==> src/common/pbseq_pkg.sv <==
// package of states, timing constants and pin levels for the pushbutton power sequencer
package pbseq_pkg;

  // ************************************************************
  // states
  // ************************************************************
  typedef enum logic [2:0] {
    hard_reset_state,
    powered_off_state,
    first_power_up_state,
    second_power_up_state,
    powered_on_state,
    timed_power_down_state,
    hard_power_down_state
  } seq_state_t;

  // ************************************************************
  // timing
  // ************************************************************
  localparam int unsigned SYS_CLK_HZ      = 100_000_000;
  localparam int unsigned TICK_US         = 1000;
  localparam int unsigned TICK_CYCLES     = SYS_CLK_HZ / 1_000_000 * TICK_US;
  localparam int unsigned DEBOUNCE_MS     = 50;
  localparam int unsigned PRESS_MS        = 400;
  localparam int unsigned EXT_SETTLE_MS   = 100;
  localparam int unsigned POWER_DOWN_MS   = 1000;
  localparam int unsigned POWER_UP_MS     = 5000;
  localparam int unsigned POWER_GOOD_OUT_DELAY_MS  = 230;
  localparam int unsigned LONG_PRESS_MS   = 5000;
  localparam int unsigned LONG_PRESS_X_MS = 14000;
  localparam int unsigned TICK_PER_MS     = 1000 / TICK_US;
  localparam int unsigned CNT_W           = 16;

  // ************************************************************
  // pin levels
  // ************************************************************
  localparam logic PIN_LOW   = 1'b0;
  localparam logic OE_DRIVE  = 1'b0;
  localparam logic OE_RELEASE = 1'b1;

endpackage : pbseq_pkg

==> src/rtl/pbseq_timer.sv <==
// qualified-time counter: counts ticks while a condition holds, restarts when it drops
module pbseq_timer #(
  parameter int unsigned WIDTH = 16
) (
  // clock and reset
  input  wire logic             sys_clk_in,
  input  wire logic             arst_n_in,
  // control
  input  wire logic             tick_in,
  input  wire logic             run_in,
  input  wire logic [WIDTH-1:0] limit_in,
  // status
  output logic                  done_out
);

  logic [WIDTH-1:0] count;
  logic [WIDTH-1:0] next_count;
  logic             next_done;

  initial begin
    if (WIDTH < 2) $error("pbseq_timer width too small");
  end

  always_comb begin
    next_count = count;
    next_done  = done_out;
    if (!run_in) begin
      next_count = '0;
      next_done  = 1'b0;
    end else if (tick_in && !done_out) begin
      next_count = count + WIDTH'(1);
      next_done  = (next_count >= limit_in);
    end
  end

  always_ff @(posedge sys_clk_in or negedge arst_n_in) begin
    if (!arst_n_in) begin
      count    <= '0;
      done_out <= 1'b0;
    end else begin
      count    <= next_count;
      done_out <= next_done;
    end
  end

endmodule : pbseq_timer

==> src/rtl/pbseq_core.sv <==
// pushbutton power sequencer state machine with regulator, status and power-good control
// Summary of operation
// - button low 50ms while on gives a debounced low pulse on status output
// - powered on, both power requests low: go to timed power-down
// - timed power-down waits one second, then goes to powered off
// - during power-down wait, requests, external power and button are ignored, except a long press begun while on
// - button held through power-down must go high, then low 400ms, to power up
// - undervoltage while powered on: timed power-down, power-good low, regulators off
// - wait ends with external power and no undervoltage: via off into second power-up
// - from off, a request high without undervoltage: straight to on, requested regulators
// - output below reset level: hard power-down, hard reset one second later
// - button low 5s (14s variant) raises long-press reset: hard power-down, all off
// - one second in hard power-down, then hard reset state
// - sequenced variant: after 400ms press enable regulator one only
// - regulator two enabled once regulator one is in regulation
// - power-good released 230ms after enabled regulators are in regulation
// - simultaneous variant: both regulators enabled together on power-up
// - both power-up states keep regulators on five seconds, then powered on
// - status output released in hard reset, off and both power-down states
// - from hard reset or off, 400ms press or external power starts power-up
module pbseq_core #(
  parameter bit          LONG_TIMEOUT = 1'b0,
  parameter bit          SIMULTANEOUS = 1'b0,
  parameter int unsigned TICK_CYCLES  = pbseq_pkg::TICK_CYCLES
) (
  // clock and reset
  input  wire logic sys_clk_in,
  input  wire logic arst_n_in,
  // pins and detectors
  input  wire logic button_n_in,
  input  wire logic power_request_one_in,
  input  wire logic power_request_two_in,
  input  wire logic ext_power_in,
  input  wire logic out_undervoltage_in,
  input  wire logic out_por_in,
  input  wire logic reg_one_good_in,
  input  wire logic reg_two_good_in,
  // regulator enables
  output logic      reg_one_enable_out,
  output logic      reg_two_enable_out,
  // open-drain status pins, driven low when enable is low
  output logic      button_status_out,
  output logic      button_status_oe_n_out,
  output logic      power_good_out,
  output logic      power_good_oe_n_out,
  // state visibility
  output logic      powered_out
);

  localparam int unsigned TW = pbseq_pkg::CNT_W;

  initial begin
    if (TICK_CYCLES < 2) $error("tick divider too small");
  end

  // ************************************************************
  // input synchronisers
  // ************************************************************
  logic [7:0] sync_a;
  logic [7:0] sync_b;
  logic [7:0] raw_pins;
  assign raw_pins = {out_por_in, out_undervoltage_in, ext_power_in, power_request_two_in,
                     power_request_one_in, button_n_in, reg_two_good_in, reg_one_good_in};
  always_ff @(posedge sys_clk_in or negedge arst_n_in) begin
    if (!arst_n_in) begin
      sync_a <= 8'h04;
      sync_b <= 8'h04;
    end else begin
      sync_a <= raw_pins;
      sync_b <= sync_a;
    end
  end
  logic one_good, two_good, button_low, req_one, req_two, ext_pwr, uv, por;
  assign one_good   = sync_b[0];
  assign two_good   = sync_b[1];
  assign button_low = ~sync_b[2];
  assign req_one    = sync_b[3];
  assign req_two    = sync_b[4];
  assign ext_pwr    = sync_b[5];
  assign uv         = sync_b[6];
  assign por        = sync_b[7];

  // ************************************************************
  // slow tick, one per millisecond
  // ************************************************************
  logic [31:0] div;
  logic [31:0] next_div;
  logic        tick;
  logic        next_tick;
  always_comb begin
    next_tick = (div == 32'(TICK_CYCLES - 1));
    next_div  = next_tick ? '0 : div + 32'h0000_0001;
  end
  always_ff @(posedge sys_clk_in or negedge arst_n_in) begin
    if (!arst_n_in) begin
      div  <= '0;
      tick <= 1'b0;
    end else begin
      div  <= next_div;
      tick <= next_tick;
    end
  end

  // ************************************************************
  // timers
  // ************************************************************
  pbseq_pkg::seq_state_t state;
  pbseq_pkg::seq_state_t next_state;

  function automatic logic [TW-1:0] ms(input int unsigned t);
    ms = TW'(t * pbseq_pkg::TICK_PER_MS);
  endfunction : ms

  function automatic logic is_on_group(input pbseq_pkg::seq_state_t s);
    is_on_group = (s == pbseq_pkg::powered_on_state)
               || (s == pbseq_pkg::first_power_up_state)
               || (s == pbseq_pkg::second_power_up_state);
  endfunction : is_on_group

  logic in_on_group, in_down, armed, next_armed, lp_valid, next_lp_valid;
  logic button_was_high, next_button_was_high;
  logic deb_done, press_done, ext_done, wait_done, pup_done, pg_done, lp_done, hold_done;
  logic all_good;
  logic bs_driving;
  assign in_on_group = is_on_group(state);
  assign bs_driving  = (button_status_oe_n_out == pbseq_pkg::OE_DRIVE);
  assign in_down = (state == pbseq_pkg::timed_power_down_state)
                || (state == pbseq_pkg::hard_power_down_state);
  assign all_good = (!reg_one_enable_out || one_good) && (!reg_two_enable_out || two_good)
                 && (reg_one_enable_out || reg_two_enable_out);

  pbseq_timer #(.WIDTH(TW)) u_deb (.sys_clk_in(sys_clk_in), .arst_n_in(arst_n_in),
    .tick_in(tick), .run_in(button_low && in_on_group && lp_valid),
    .limit_in(ms(pbseq_pkg::DEBOUNCE_MS)), .done_out(deb_done));
  pbseq_timer #(.WIDTH(TW)) u_hold (.sys_clk_in(sys_clk_in), .arst_n_in(arst_n_in),
    .tick_in(tick), .run_in(bs_driving && in_on_group),
    .limit_in(ms(pbseq_pkg::DEBOUNCE_MS)), .done_out(hold_done));
  pbseq_timer #(.WIDTH(TW)) u_press (.sys_clk_in(sys_clk_in), .arst_n_in(arst_n_in),
    .tick_in(tick), .run_in(button_low && armed),
    .limit_in(ms(pbseq_pkg::PRESS_MS)), .done_out(press_done));
  pbseq_timer #(.WIDTH(TW)) u_ext (.sys_clk_in(sys_clk_in), .arst_n_in(arst_n_in),
    .tick_in(tick), .run_in(ext_pwr && !in_down),
    .limit_in(ms(pbseq_pkg::EXT_SETTLE_MS)), .done_out(ext_done));
  pbseq_timer #(.WIDTH(TW)) u_wait (.sys_clk_in(sys_clk_in), .arst_n_in(arst_n_in),
    .tick_in(tick), .run_in(in_down && next_state == state),
    .limit_in(ms(pbseq_pkg::POWER_DOWN_MS)), .done_out(wait_done));
  pbseq_timer #(.WIDTH(TW)) u_pup (.sys_clk_in(sys_clk_in), .arst_n_in(arst_n_in),
    .tick_in(tick), .run_in(in_on_group && state != pbseq_pkg::powered_on_state),
    .limit_in(ms(pbseq_pkg::POWER_UP_MS)), .done_out(pup_done));
  pbseq_timer #(.WIDTH(TW)) u_pg (.sys_clk_in(sys_clk_in), .arst_n_in(arst_n_in),
    .tick_in(tick), .run_in(all_good && in_on_group),
    .limit_in(ms(pbseq_pkg::POWER_GOOD_OUT_DELAY_MS)), .done_out(pg_done));
  pbseq_timer #(.WIDTH(TW)) u_lp (.sys_clk_in(sys_clk_in), .arst_n_in(arst_n_in),
    .tick_in(tick), .run_in(button_low && lp_valid),
    .limit_in(LONG_TIMEOUT ? ms(pbseq_pkg::LONG_PRESS_X_MS) : ms(pbseq_pkg::LONG_PRESS_MS)),
    .done_out(lp_done));

  // ************************************************************
  // state machine
  // ************************************************************
  logic long_press_reset_event, press_qualified_event;
  assign long_press_reset_event = lp_done;
  assign press_qualified_event  = press_done;

  always_comb begin
    next_state = state;
    // armed: button must be seen high before a new press counts
    next_armed = armed;
    if (!button_low) next_armed = 1'b1;
    else if (in_down || in_on_group) next_armed = 1'b0;
    // long press qualifies only if it began in a power-up or on state
    next_lp_valid = lp_valid;
    // only a press that starts here counts, not the one that powered the block up
    if (!button_low) next_lp_valid = 1'b0;
    else if (in_on_group && button_was_high) next_lp_valid = 1'b1;
    next_button_was_high = !button_low;
    if (por && state != pbseq_pkg::hard_reset_state) begin
      if (state != pbseq_pkg::hard_power_down_state)
        next_state = pbseq_pkg::hard_power_down_state;
    end else if (long_press_reset_event && state != pbseq_pkg::hard_power_down_state
                 && state != pbseq_pkg::hard_reset_state) begin
      next_state    = pbseq_pkg::hard_power_down_state;
      next_lp_valid = 1'b0;
    end else begin
      unique case (state)
        pbseq_pkg::hard_reset_state, pbseq_pkg::powered_off_state: begin
          if ((req_one || req_two) && !uv) next_state = pbseq_pkg::powered_on_state;
          else if (press_qualified_event || (ext_done && !uv))
            next_state = (state == pbseq_pkg::hard_reset_state)
                       ? pbseq_pkg::first_power_up_state
                       : pbseq_pkg::second_power_up_state;
        end
        pbseq_pkg::first_power_up_state, pbseq_pkg::second_power_up_state: begin
          if (pup_done) next_state = pbseq_pkg::powered_on_state;
        end
        pbseq_pkg::powered_on_state: begin
          if (uv || (!req_one && !req_two))
            next_state = pbseq_pkg::timed_power_down_state;
        end
        pbseq_pkg::timed_power_down_state: begin
          if (wait_done) next_state = pbseq_pkg::powered_off_state;
        end
        pbseq_pkg::hard_power_down_state: begin
          if (wait_done) next_state = pbseq_pkg::hard_reset_state;
        end
      endcase
    end
  end

  always_ff @(posedge sys_clk_in or negedge arst_n_in) begin
    if (!arst_n_in) begin
      state           <= pbseq_pkg::hard_power_down_state;
      armed           <= 1'b0;
      lp_valid        <= 1'b0;
      button_was_high <= 1'b1;
    end else begin
      state           <= next_state;
      armed           <= next_armed;
      lp_valid        <= next_lp_valid;
      button_was_high <= next_button_was_high;
    end
  end

  // ************************************************************
  // outputs
  // ************************************************************
  logic next_one, next_two, next_bs_oe, next_pg_oe;
  logic next_powered;
  always_comb begin
    next_one = 1'b0;
    next_two = 1'b0;
    unique case (next_state)
      pbseq_pkg::first_power_up_state, pbseq_pkg::second_power_up_state: begin
        next_one = 1'b1;
        next_two = SIMULTANEOUS || (reg_one_enable_out && one_good) || reg_two_enable_out;
      end
      pbseq_pkg::powered_on_state: begin
        next_one = req_one;
        next_two = req_two;
      end
      default: begin
        next_one = 1'b0;
        next_two = 1'b0;
      end
    endcase
    // once driven, status stays low a full debounce time so a short press is not lost
    next_bs_oe   = (is_on_group(next_state) && (deb_done || (bs_driving && !hold_done)))
                 ? pbseq_pkg::OE_DRIVE : pbseq_pkg::OE_RELEASE;
    // decided from the next state so power-good drops in the same cycle as the enables
    next_pg_oe   = (pg_done && is_on_group(next_state))
                 ? pbseq_pkg::OE_RELEASE : pbseq_pkg::OE_DRIVE;
    next_powered = is_on_group(next_state);
  end

  always_ff @(posedge sys_clk_in or negedge arst_n_in) begin
    if (!arst_n_in) begin
      reg_one_enable_out     <= 1'b0;
      reg_two_enable_out     <= 1'b0;
      button_status_oe_n_out <= pbseq_pkg::OE_RELEASE;
      power_good_oe_n_out    <= pbseq_pkg::OE_DRIVE;
      button_status_out      <= pbseq_pkg::PIN_LOW;
      power_good_out         <= pbseq_pkg::PIN_LOW;
      powered_out            <= 1'b0;
    end else begin
      reg_one_enable_out     <= next_one;
      reg_two_enable_out     <= next_two;
      button_status_oe_n_out <= next_bs_oe;
      power_good_oe_n_out    <= next_pg_oe;
      button_status_out      <= pbseq_pkg::PIN_LOW;
      power_good_out         <= pbseq_pkg::PIN_LOW;
      powered_out            <= next_powered;
    end
  end

endmodule : pbseq_core

==> config.mk <==
export PLATFORM = sky130hd
export DESIGN_NAME = pbseq_core
export DESIGN_NICKNAME = d
export VERILOG_FILES = /design/src/common/pbseq_pkg.sv /design/src/rtl/pbseq_timer.sv /design/src/rtl/pbseq_core.sv
export SDC_FILE = /design/constraint.sdc
export NUM_CORES = 1
export LEC_CHECK = 0
export ABC_AREA = 1
export BUFFER_PORTS_ARGS = -buffer_cell sky130_fd_sc_hd__buf_2
export CAP_MARGIN = 20
export CORE_UTILIZATION = 55
export DETAILED_ROUTE_END_ITERATION = 10
export GPL_TIMING_DRIVEN = 0
export HOLD_SLACK_MARGIN = 0.02
export PLACE_DENSITY_LB_ADDON = 0.12
export REMOVE_ABC_BUFFERS = 1
export SETUP_SLACK_MARGIN = 0.05
export SLEW_MARGIN = 25
export SYNTH_ARGS = -nofsm -noshare
export SYNTH_HDL_FRONTEND = slang
export SYNTH_SLANG_ARGS = --single-unit
==> constraint.sdc <==
create_clock -name sys_clk_in -period 2.4 [get_ports sys_clk_in]
set_clock_uncertainty 0.15 [all_clocks]
set_input_delay 0.24 -clock sys_clk_in [delete_from_list [all_inputs] [get_ports sys_clk_in]]
set_output_delay 0.24 -clock sys_clk_in [all_outputs]
set_load 0.02 [all_outputs]
==> results.py, run 1 <==
metrics = {
    "critical_path": {
        "cp_top_family": "simple AND/OR/NAND/NOR gates",
        "startpoint_type": "flop",
        "crit_chain": "nand3_1 -> nand2_2 -> inv_1 -> nand2_1 -> inv_1 -> nand2_1 -> inv_1 -> nand2_1 -> o21ai_0",
        "crit_fanout": 15,
        "cp_data_arrival_time_ns": 2.33,
        "setup.worst_path.class": "flop to flop",
        "path_buf_inv": 3,
        "cp-end-kind": "flop",
        "crit_path_max_incr_delay_ns": 0.64,
        "critPathRequiredTime_ns": 2.54,
        "crit_slowest_cell": "dfstp_2",
    },
    "yosys": {
        "ys_seq_area_share_pct": 44.7,
        "synth_edf_count": 0,
        "synth-seq-cells": 196,
        "async_flop_share_pct": 100,
        "syn_inst": 1460,
        "synth_cell_types": 40,
        "synth_area_mm2": 0.0110,
        "synth_ff_type": "dfrtp_1",
        "synth.avg_cell_area_um2": 7.53,
        "synth_warnings": 0,
    },
    "status": {
        "status": "finished clean",
    },
    "floorplan": {
        "die_y_um": 143,
        "fp.dieW_um": 143,
        "ios": 17,
        "die-area_mm2": 0.0205,
        "rows": 51,
        "coreArea_mm2": 0.0195,
        "start_util_pct": 56.3,
    },
    "cells_and_area": {
        "antenna_cells": 0,
        "area_growth_pct": 9.90,
        "nFillCells": 1779,
        "multi_input_area_mm2": 0.00525,
        "drive_gt1_share_pct": 7.33,
        "nets": 1509,
        "final-seq-area_mm2": 0.00491,
        "final_cells": 1765,
    },
    "routing": {
        "first_pass_iters": 5,
        "initialDrtViolationCount": 458,
        "drt_wl_total_um": 22100,
        "drc": 0,
        "wl_per_cell_um": 12.5,
        "via_count": 9149,
        "avgViaCountPerCell": 5.18,
        "drt.antenna.violating_nets": 0,
    },
    "global_routing": {
        "grt_pass1_vias": 8527,
        "gr-total-overflow": 0,
        "antenna_found_initial": 0,
        "grt_pass1_wl_um": 38700,
        "grt.total_usage_pct": 23.3,
        "grt_max_degree": 94,
    },
    "sta": {
        "period_minus_slack_ns": 2.19,
        "final_max_slew_viol_count": 0,
        "report.final.setup_viol": 0,
        "worst_slew_pin_slew_ns": 0.605,
        "whs_ns": 0.118,
        "rsz0062_at_grt": "yes",
        "fin_crit_sh_pct": 91.0,
        "fmax_mhz": 458,
        "finalHoldViolCount": 0,
        "maxSlewHeadroom_pct": 59.4,
        "fin_setup_tns_ns": 0,
    },
    "cts": {
        "cts_buffer_depth": 2,
        "cts_tree": "built",
        "cts_root_buf": "clkbuf_16",
        "path_clk_slew_ns": 0.07,
        "cts_sinks": 196,
        "cts_buffers": 17,
        "htreeDepth": 4,
        "clk_latency_ns": 0.43,
    },
    "job": {
        "cap_violations": 0,
    },
    "power_and_ir_drop": {
        "p_leak_nw": 5.51,
        "powerDensity_mw_per_mm2": 610,
        "p_switching_w": 0.00216,
        "p_int_w": 0.00520,
        "peakVddDrop_mv": 0.566,
        "p_total_w": 0.00736,
        "clock_power_share_pct": 39.0,
        "combPwrFrac_pct": 14.4,
        "swShare_pct": 29.4,
        "power_frac_seq_pct": 46.6,
    },
    "place": {
        "hpwl_um": 15600,
        "io_buffers": 14,
        "place_inst": 1723,
        "gp_congestion": 0.874,
    },
    "hold_path": {
        "hold_class": "primary input to asynchronous set/reset pin",
    },
}
## final timing paths
check                           startpoint              end  slack, ns  depth (start not counted)
worst max-delay path              state[2]   u_ext.count[2]       0.21                          9
worst min-delay path             arst_n_in  u_ext.count[12]       0.12                          2
worst max register to register    state[2]   u_ext.count[2]       0.21                          9
worst min register to register   sync_a[3]        sync_b[3]       0.20                          0
max in group asynchronous        arst_n_in   u_deb.count[0]       1.22                          3
min in group sys_clk_in          sync_a[3]        sync_b[3]       0.20                          0
## cell families (layout without fill, tap and decap cells)
family                   count (synthesis)  after routing  synth area share (%)
AND/OR/NAND/NOR                        796            796                  31.8
adder cells (fa/ha/maj)                 12             12                  1.37
flip-flops                             196            196                  44.7
AO/OA/AOI/OAI                          157            157                  7.95
buffers and inverters                  218            257                  7.80
XOR/XNOR                                80             80                  6.38
other                                    1              2                0.0341
## cell usage in the layout (no fill, tap or decap), types with 6 or more instances in the layout
cell type      Yosys  layout
a21oi_1           23      23
buf_2              1      13
clkbuf_16          0      17
dfrtp_1          190     189
dfstp_2            6       6
dlygate4sd3_1      0       9
ha_1              12      12
inv_1            189     187
inv_2              8      10
inv_6              0       6
nand2_1          384     382
nand2_2            7       9
nand3_1          130     130
nand4_1           32      32
nor2_1           174     170
nor2_2             5       8
nor2_4            12      13
nor3_1            28      28
o21ai_0           71      71
o22ai_1           51      51
xnor2_1            8       8
xor2_1            72      72
## Yosys cell counts, types with 6 or more instances
library cell / count / area share, %
a21oi_1: 23 / 1.0
clkbuf_1: 12 / 0.41
dfrtp_1: 190 / 43
dfstp_2: 6 / 1.4
ha_1: 12 / 1.4
inv_1: 189 / 6.5
inv_2: 8 / 0.27
nand2_1: 384 / 13
nand2_2: 7 / 0.40
nand3_1: 130 / 5.9
nand4_1: 32 / 1.8
nor2_1: 174 / 5.9
nor2_4: 12 / 1.2
nor3_1: 28 / 1.3
o21ai_0: 71 / 3.2
o22ai_1: 51 / 2.9
xnor2_1: 8 / 0.64
xor2_1: 72 / 5.7
## worst reg2reg max path: stages (launching register included)
cell	delay [ns]
dfstp_2	0.64
nand3_1	0.16
nand2_2	0.16
inv_1	0.07
nand2_1	0.08
inv_1	0.06
nand2_1	0.37
inv_1	0.19
nand2_1	0.09
o21ai_0	0.08
## per-stage QoR
step	instance area, µm²	utilization, %	setup WS [ns]
floorplan	10900	-	0.345
global placement	11300	57.8	-2.33
detailed placement	11400	58.1	-0.0574
CTS	12000	61.7	0.0731
global route	12100	61.8	-0.000672
finish	12100	61.8	0.215
## power groups by stage
| stage | clock network [W] | registers, W | logic, W |
|---|---|---|---|
| after floorplan | 0 | 0.00350 | 0.000714 |
| after global placement | 0 | 0.00349 | 0.00101 |
| after detailed placement | 0 | 0.00349 | 0.00104 |
| after CTS | 0.00295 | 0.00343 | 0.00106 |
| after global routing | 0.00308 | 0.00344 | 0.00119 |
| final | 0.00287 | 0.00343 | 0.00106 |
## flip-flops by register name, indices dropped and copies added, names as in the netlist, 3 cells and up
name           count
u_deb.count       16
u_press.count     16
div               32
u_wait.count      16
u_hold.count      16
u_ext.count       16
u_pup.count       16
sync_a             8
u_lp.count        16
sync_b             8
state              3
u_pg.count        16
## layout make-up
cell class | count | area share, %
clock inverters | 13 | 1.22
repair buffers | 26 | 1.93
flip-flops and latches | 196 | 40.7
multi-input cells | 1047 | 43.5
inverters | 199 | 6.23
well taps | 265 | 2.75
clock buffers | 19 | 3.67
## repair_timing
action	4_1_cts	5_1_grt
setup buffers	0	1
hold buffers	9	0
gates resized for setup	5	7
endpoints found under the setup margin	20	61
pin swaps	0	1
hold endpoints to repair	198	0
## routing by layer
metal / global-route usage, % / part of all wire (%) / vias up
met5: 0 / 0 / -
met4: 5.66 / 0.93 / 0
met3: 3.80 / 3.2 / 17
met2: 37.0 / 45 / 131
met1: 33.4 / 51 / 4247
li1: - / - / 4754
No activity file was read; power rests on OpenSTA's default activity.
==> run 2, diff against run 1 <==
--- a/config.mk
+++ b/config.mk
@@ -15,6 +15,7 @@
 export PLACE_DENSITY_LB_ADDON = 0.12
 export REMOVE_ABC_BUFFERS = 1
 export SETUP_SLACK_MARGIN = 0.05
+export SKIP_CTS_REPAIR_TIMING = 1
 export SLEW_MARGIN = 25
 export SYNTH_ARGS = -nofsm -noshare
 export SYNTH_HDL_FRONTEND = slang
==> constraint.sdc (replaced) <==
create_clock -name sys_clk_in -period 2.6 [get_ports sys_clk_in]
set_clock_uncertainty 0.15 [all_clocks]
set_input_delay 0.26 -clock sys_clk_in [delete_from_list [all_inputs] [get_ports sys_clk_in]]
set_output_delay 0.26 -clock sys_clk_in [all_outputs]
set_load 0.02 [all_outputs]
==> results.py, run 2 (synthesis gave the netlist of run 1 again) <==
metrics = {
    "status": {
        "status": "finished clean",
    },
    "place": {
        "hpwl_um": 15600,
        "place_inst": 1723,
        "dp_slack_ns": 0.143,
        "io_buffers": 14,
        "gp_congestion": 0.874,
    },
    "power_and_ir_drop": {
        "combPwrFrac_pct": 14.2,
        "clock_power_share_pct": 39.1,
        "power_frac_seq_pct": 46.7,
        "powerDensity_mw_per_mm2": 564,
        "peakVddDrop_mv": 0.522,
        "p_total_w": 0.00679,
        "p_int_w": 0.00479,
        "swShare_pct": 29.4,
        "p_leak_nw": 5.50,
        "p_switching_w": 0.00199,
    },
    "critical_path": {
        "critPathRequiredTime_ns": 2.79,
        "cp_data_arrival_time_ns": 2.46,
        "crit_fanout": 11,
        "setup.worst_path.class": "flop to flop",
        "startpoint_type": "flop",
        "cp-end-kind": "flop",
    },
    "floorplan": {
        "die-area_mm2": 0.0205,
        "die_y_um": 143,
        "coreArea_mm2": 0.0195,
        "ios": 17,
        "rows": 51,
        "fp.dieW_um": 143,
        "start_util_pct": 56.3,
    },
    "sta": {
        "final.setup.worst_slack_ns": 0.339,
        "fmax_mhz": 442,
        "period_minus_slack_ns": 2.26,
        "finalHoldViolCount": 0,
        "final_max_slew_viol_count": 0,
        "fin_crit_sh_pct": 87.0,
        "worst_slew_pin_slew_ns": 0.928,
        "maxSlewHeadroom_pct": 37.6,
        "report.final.setup_viol": 0,
        "rsz0062_at_grt": "no",
    },
    "cts": {
        "cts_tree": "built",
        "cts_sinks": 196,
        "clk_latency_ns": 0.43,
        "htreeDepth": 4,
        "cts_buffer_depth": 2,
        "cts_buffers": 17,
        "path_clk_slew_ns": 0.07,
        "cts_root_buf": "clkbuf_16",
    },
    "cells_and_area": {
        "final_common_cell": "nand2_1",
        "final_cell_mix": "nand2_1, dfrtp_1, inv_1",
        "final_cells": 1765,
        "drive_gt1_share_pct": 6.93,
        "largest_reg_flops": 32,
        "regMostFlops": "div",
        "nets": 1509,
        "area_growth_pct": 9.61,
        "antenna_cells": 0,
    },
    "routing": {
        "drt.antenna.violating_nets": 0,
        "drt_wl_total_um": 22100,
        "wl_per_cell_um": 12.5,
        "avgViaCountPerCell": 5.18,
        "first_pass_iters": 5,
        "initialDrtViolationCount": 497,
        "drc": 0,
        "via_count": 9150,
    },
    "global_routing": {
        "grt.total_usage_pct": 23.2,
        "gr-total-overflow": 0,
        "grt_max_degree": 94,
        "grt_pass1_wl_um": 38600,
        "antenna_found_initial": 0,
        "grt_pass1_vias": 8505,
    },
    "hold_path": {
        "hold_class": "primary input to asynchronous set/reset pin",
    },
    "job": {
        "cap_violations": 0,
    },
}
==> run 2: worst paths after layout <==
| check | start | cells after the start | endpoint | slack, ns |
|---|---|---|---|---|
| setup / recovery | state[1] | 8 | u_deb.count[9] | 0.34 |
| hold / removal | arst_n_in | 2 | u_ext.count[12] | 0.14 |
| setup reg to reg | state[1] | 8 | u_deb.count[9] | 0.34 |
| hold reg to reg | sync_a[4] | 0 | sync_b[4] | 0.20 |
| max in group asynchronous | arst_n_in | 3 | u_deb.count[11] | 1.43 |
| min in group sys_clk_in | sync_a[4] | 0 | sync_b[4] | 0.20 |
==> run 2: through the flow <==
step	hold WS [ns]	utilization (%)	TNS, ns	area [µm²]
5_1_grt	0.158	61.7	0	12000
2_1_floorplan	-0.186	-	0	10900
4_1_cts	-0.464	61.2	0	11900
3_5_place_dp	-0.00246	58.1	0	11400
3_3_place_gp	0.184	57.8	-410.97	11300
6_report	0.138	61.7	0	12000
==> run 2: power groups by stage <==
stage | Sequential, W | Clock [W] | Combinational [W]
after detailed placement | 0.00322 | 0 | 0.000956
after global placement | 0.00323 | 0 | 0.000935
after CTS | 0.00317 | 0.00273 | 0.000961
final | 0.00317 | 0.00265 | 0.000967
after global routing | 0.00317 | 0.00284 | 0.00108
after floorplan | 0.00323 | 0 | 0.000659
==> run 2: layout make-up <==
cell class,instances,area (µm²)
Sequential cell,196,4910
Tap cell,265,332
Inverter,199,749
Multi-Input combinational cell,1047,5230
Clock buffer,19,443
Clock inverter,13,148
Timing Repair Buffer,26,233
Fill cell,1789,7480
==> run 2: per-layer routing <==
metal  track usage, %  up-vias  routed length, µm
met5                0        -                  0
met4             5.66        0                195
met3             3.80       15                694
met2             36.9      128               9990
met1             33.3     4253              11300
li1                 -     4754                  -
==> run 2: worst max-delay path: stages, from the launching register on <==
cell and delay [ns]:
dfstp_2 0.59, inv_2 0.08, nor2_4 0.15, inv_2 0.06, nand2_2 0.15, inv_2 0.11, nor3_2 0.36, inv_1 0.30
o21ai_0 0.22
==> run 3, diff against run 2 <==
--- a/config.mk
+++ b/config.mk
@@ -6,10 +6,10 @@
 export NUM_CORES = 1
 export LEC_CHECK = 0
 export ABC_AREA = 1
-export BUFFER_PORTS_ARGS = -buffer_cell sky130_fd_sc_hd__buf_2
 export CAP_MARGIN = 20
 export CORE_UTILIZATION = 55
 export DETAILED_ROUTE_END_ITERATION = 10
+export DONT_BUFFER_PORTS = 1
 export GPL_TIMING_DRIVEN = 0
 export HOLD_SLACK_MARGIN = 0.02
 export PLACE_DENSITY_LB_ADDON = 0.12
==> results.py, run 3 (synthesis gave the netlist of run 1 again) <==
metrics = {
    "sta": {
        "period_minus_slack_ns": 2.31,
        "final_max_slew_viol_count": 0,
        "rsz0062_at_grt": "no",
        "worst_slew_pin_slew_ns": 0.877,
        "maxSlewHeadroom_pct": 41.0,
        "fmax_mhz": 434,
        "finalHoldViolCount": 196,
        "whs_ns": -0.628,
        "fin_crit_sh_pct": 88.7,
        "report.final.setup_viol": 0,
    },
    "routing": {
        "first_pass_iters": 5,
        "drt_wl_total_um": 22200,
        "wl_per_cell_um": 12.7,
        "drc": 0,
        "via_count": 9205,
        "drt.antenna.violating_nets": 0,
        "initialDrtViolationCount": 562,
        "avgViaCountPerCell": 5.27,
    },
    "power_and_ir_drop": {
        "p_switching_w": 0.00194,
        "p_leak_nw": 5.40,
        "clock_power_share_pct": 38.6,
        "p_total_w": 0.00661,
        "p_int_w": 0.00467,
        "swShare_pct": 29.4,
        "powerDensity_mw_per_mm2": 556,
        "combPwrFrac_pct": 13.1,
        "peakVddDrop_mv": 0.590,
        "power_frac_seq_pct": 48.3,
    },
    "global_routing": {
        "grt_max_degree": 197,
        "gr-total-overflow": 0,
        "grt_pass1_vias": 8643,
        "grt_pass1_wl_um": 38800,
        "antenna_found_initial": 0,
        "grt.total_usage_pct": 23.3,
    },
    "floorplan": {
        "start_util_pct": 56.3,
        "ios": 17,
        "die_y_um": 143,
        "die-area_mm2": 0.0205,
        "rows": 51,
        "coreArea_mm2": 0.0195,
        "fp.dieW_um": 143,
    },
    "critical_path": {
        "cp_common_cell": "inv_1",
        "crit_chain": "inv_1 -> nor2_2 -> inv_1 -> o21ai_0 -> nor2_4",
        "crit_fanout": 24,
        "cp_data_arrival_time_ns": 2.46,
        "startpoint": "tick",
        "r2r-start": "tick",
        "startpoint_type": "flop",
        "cp-end-kind": "flop",
        "crit_slowest_cell": "nor2_2",
        "crit_path_max_incr_delay_ns": 0.66,
        "critPathRequiredTime_ns": 2.76,
        "setup.worst_path.class": "flop to flop",
    },
    "cts": {
        "cts_tree": "built",
        "cts_buffer_depth": 2,
        "htreeDepth": 4,
        "clk_latency_ns": 0.43,
        "cts_sinks": 196,
        "path_clk_slew_ns": 0.07,
        "cts_root_buf": "clkbuf_16",
        "cts_buffers": 17,
    },
    "place": {
        "io_buffers": 0,
        "gp_congestion": 0.890,
        "place_inst": 1707,
        "hpwl_um": 15400,
    },
    "cells_and_area": {
        "antenna_cells": 0,
        "drive_gt1_share_pct": 5.87,
        "nets": 1492,
        "area_growth_pct": 8.15,
        "final_common_cell": "nand2_1",
        "regMostFlops": "div",
        "largest_reg_flops": 32,
        "final_cells": 1748,
        "final_cell_mix": "nand2_1, dfrtp_1, inv_1",
        "nFillCells": 1821,
    },
    "hold_path": {
        "hold_class": "primary input to asynchronous set/reset pin",
    },
    "status": {
        "status": "complete, but fails checks",
        "violations": "negative hold slack",
    },
    "job": {
        "cap_violations": 0,
    },
}
-- run 3: layout make-up --
cell class | count | area, µm² | share of cell area (%)
clock buffers | 19 | 443 | 3.73
repair buffers | 9 | 87.6 | 0.737
flip-flops and latches | 196 | 4910 | 41.3
well taps | 265 | 332 | 2.79
inverters | 199 | 749 | 6.31
clock inverters | 13 | 126 | 1.06
multi-input cells | 1047 | 5230 | 44.0
-- run 3: final timing paths --
check,endpoint,slack (ns),cells past startpoint
hold / removal,sync_b[5],-0.63,0
setup reg to reg,u_wait.count[12],0.29,5
setup / recovery,u_wait.count[12],0.29,5
hold reg to reg,sync_b[0],0.20,0
min in group sys_clk_in,sync_b[0],0.20,0
max in group asynchronous,state[1],2.51,0
-- run 3: power groups by stage --
stage          logic (W)  clock network, W  registers (W)
2_1_floorplan   0.000659                 0        0.00323
3_3_place_gp    0.000836                 0        0.00325
3_5_place_dp    0.000843                 0        0.00325
4_1_cts         0.000847           0.00263        0.00319
5_1_grt         0.000961           0.00275        0.00320
6_report        0.000866           0.00255        0.00319
-- run 3: stage by stage --
step | setup TNS (ns) | setup WS (ns) | util, % | instance area, µm² | hold slack (ns)
floorplan | 0 | 0.545 | - | 10900 | -0.186
global placement | -0.342 | -0.126 | 57.4 | 11200 | -0.180
detailed placement | 0 | 0.222 | 57.4 | 11200 | -0.180
CTS | 0 | 0.205 | 60.4 | 11800 | -0.647
global route | 0 | 0.0661 | 60.9 | 11900 | -0.657
finish | 0 | 0.294 | 60.9 | 11900 | -0.628
-- run 3: worst max-delay path, delay by kind of cell, from the launching register on --
| family | cells | cell delay, ns |
|---|---|---|
| AO/OA/AOI/OAI | 1 | 0.42 |
| AND/OR/NAND/NOR | 2 | 0.73 |
| buffers and inverters | 2 | 0.52 |
| flip-flops | 1 | 0.35 |
-- run 3: routing by layer --
layer | vias up | wire [µm] | GRT usage, %
met5 | - | 0 | 0
met3 | 16 | 762 | 4.40
met1 | 4316 | 11200 | 32.5
li1 | 4725 | - | -
met4 | 0 | 171 | 5.43
met2 | 148 | 10100 | 37.5
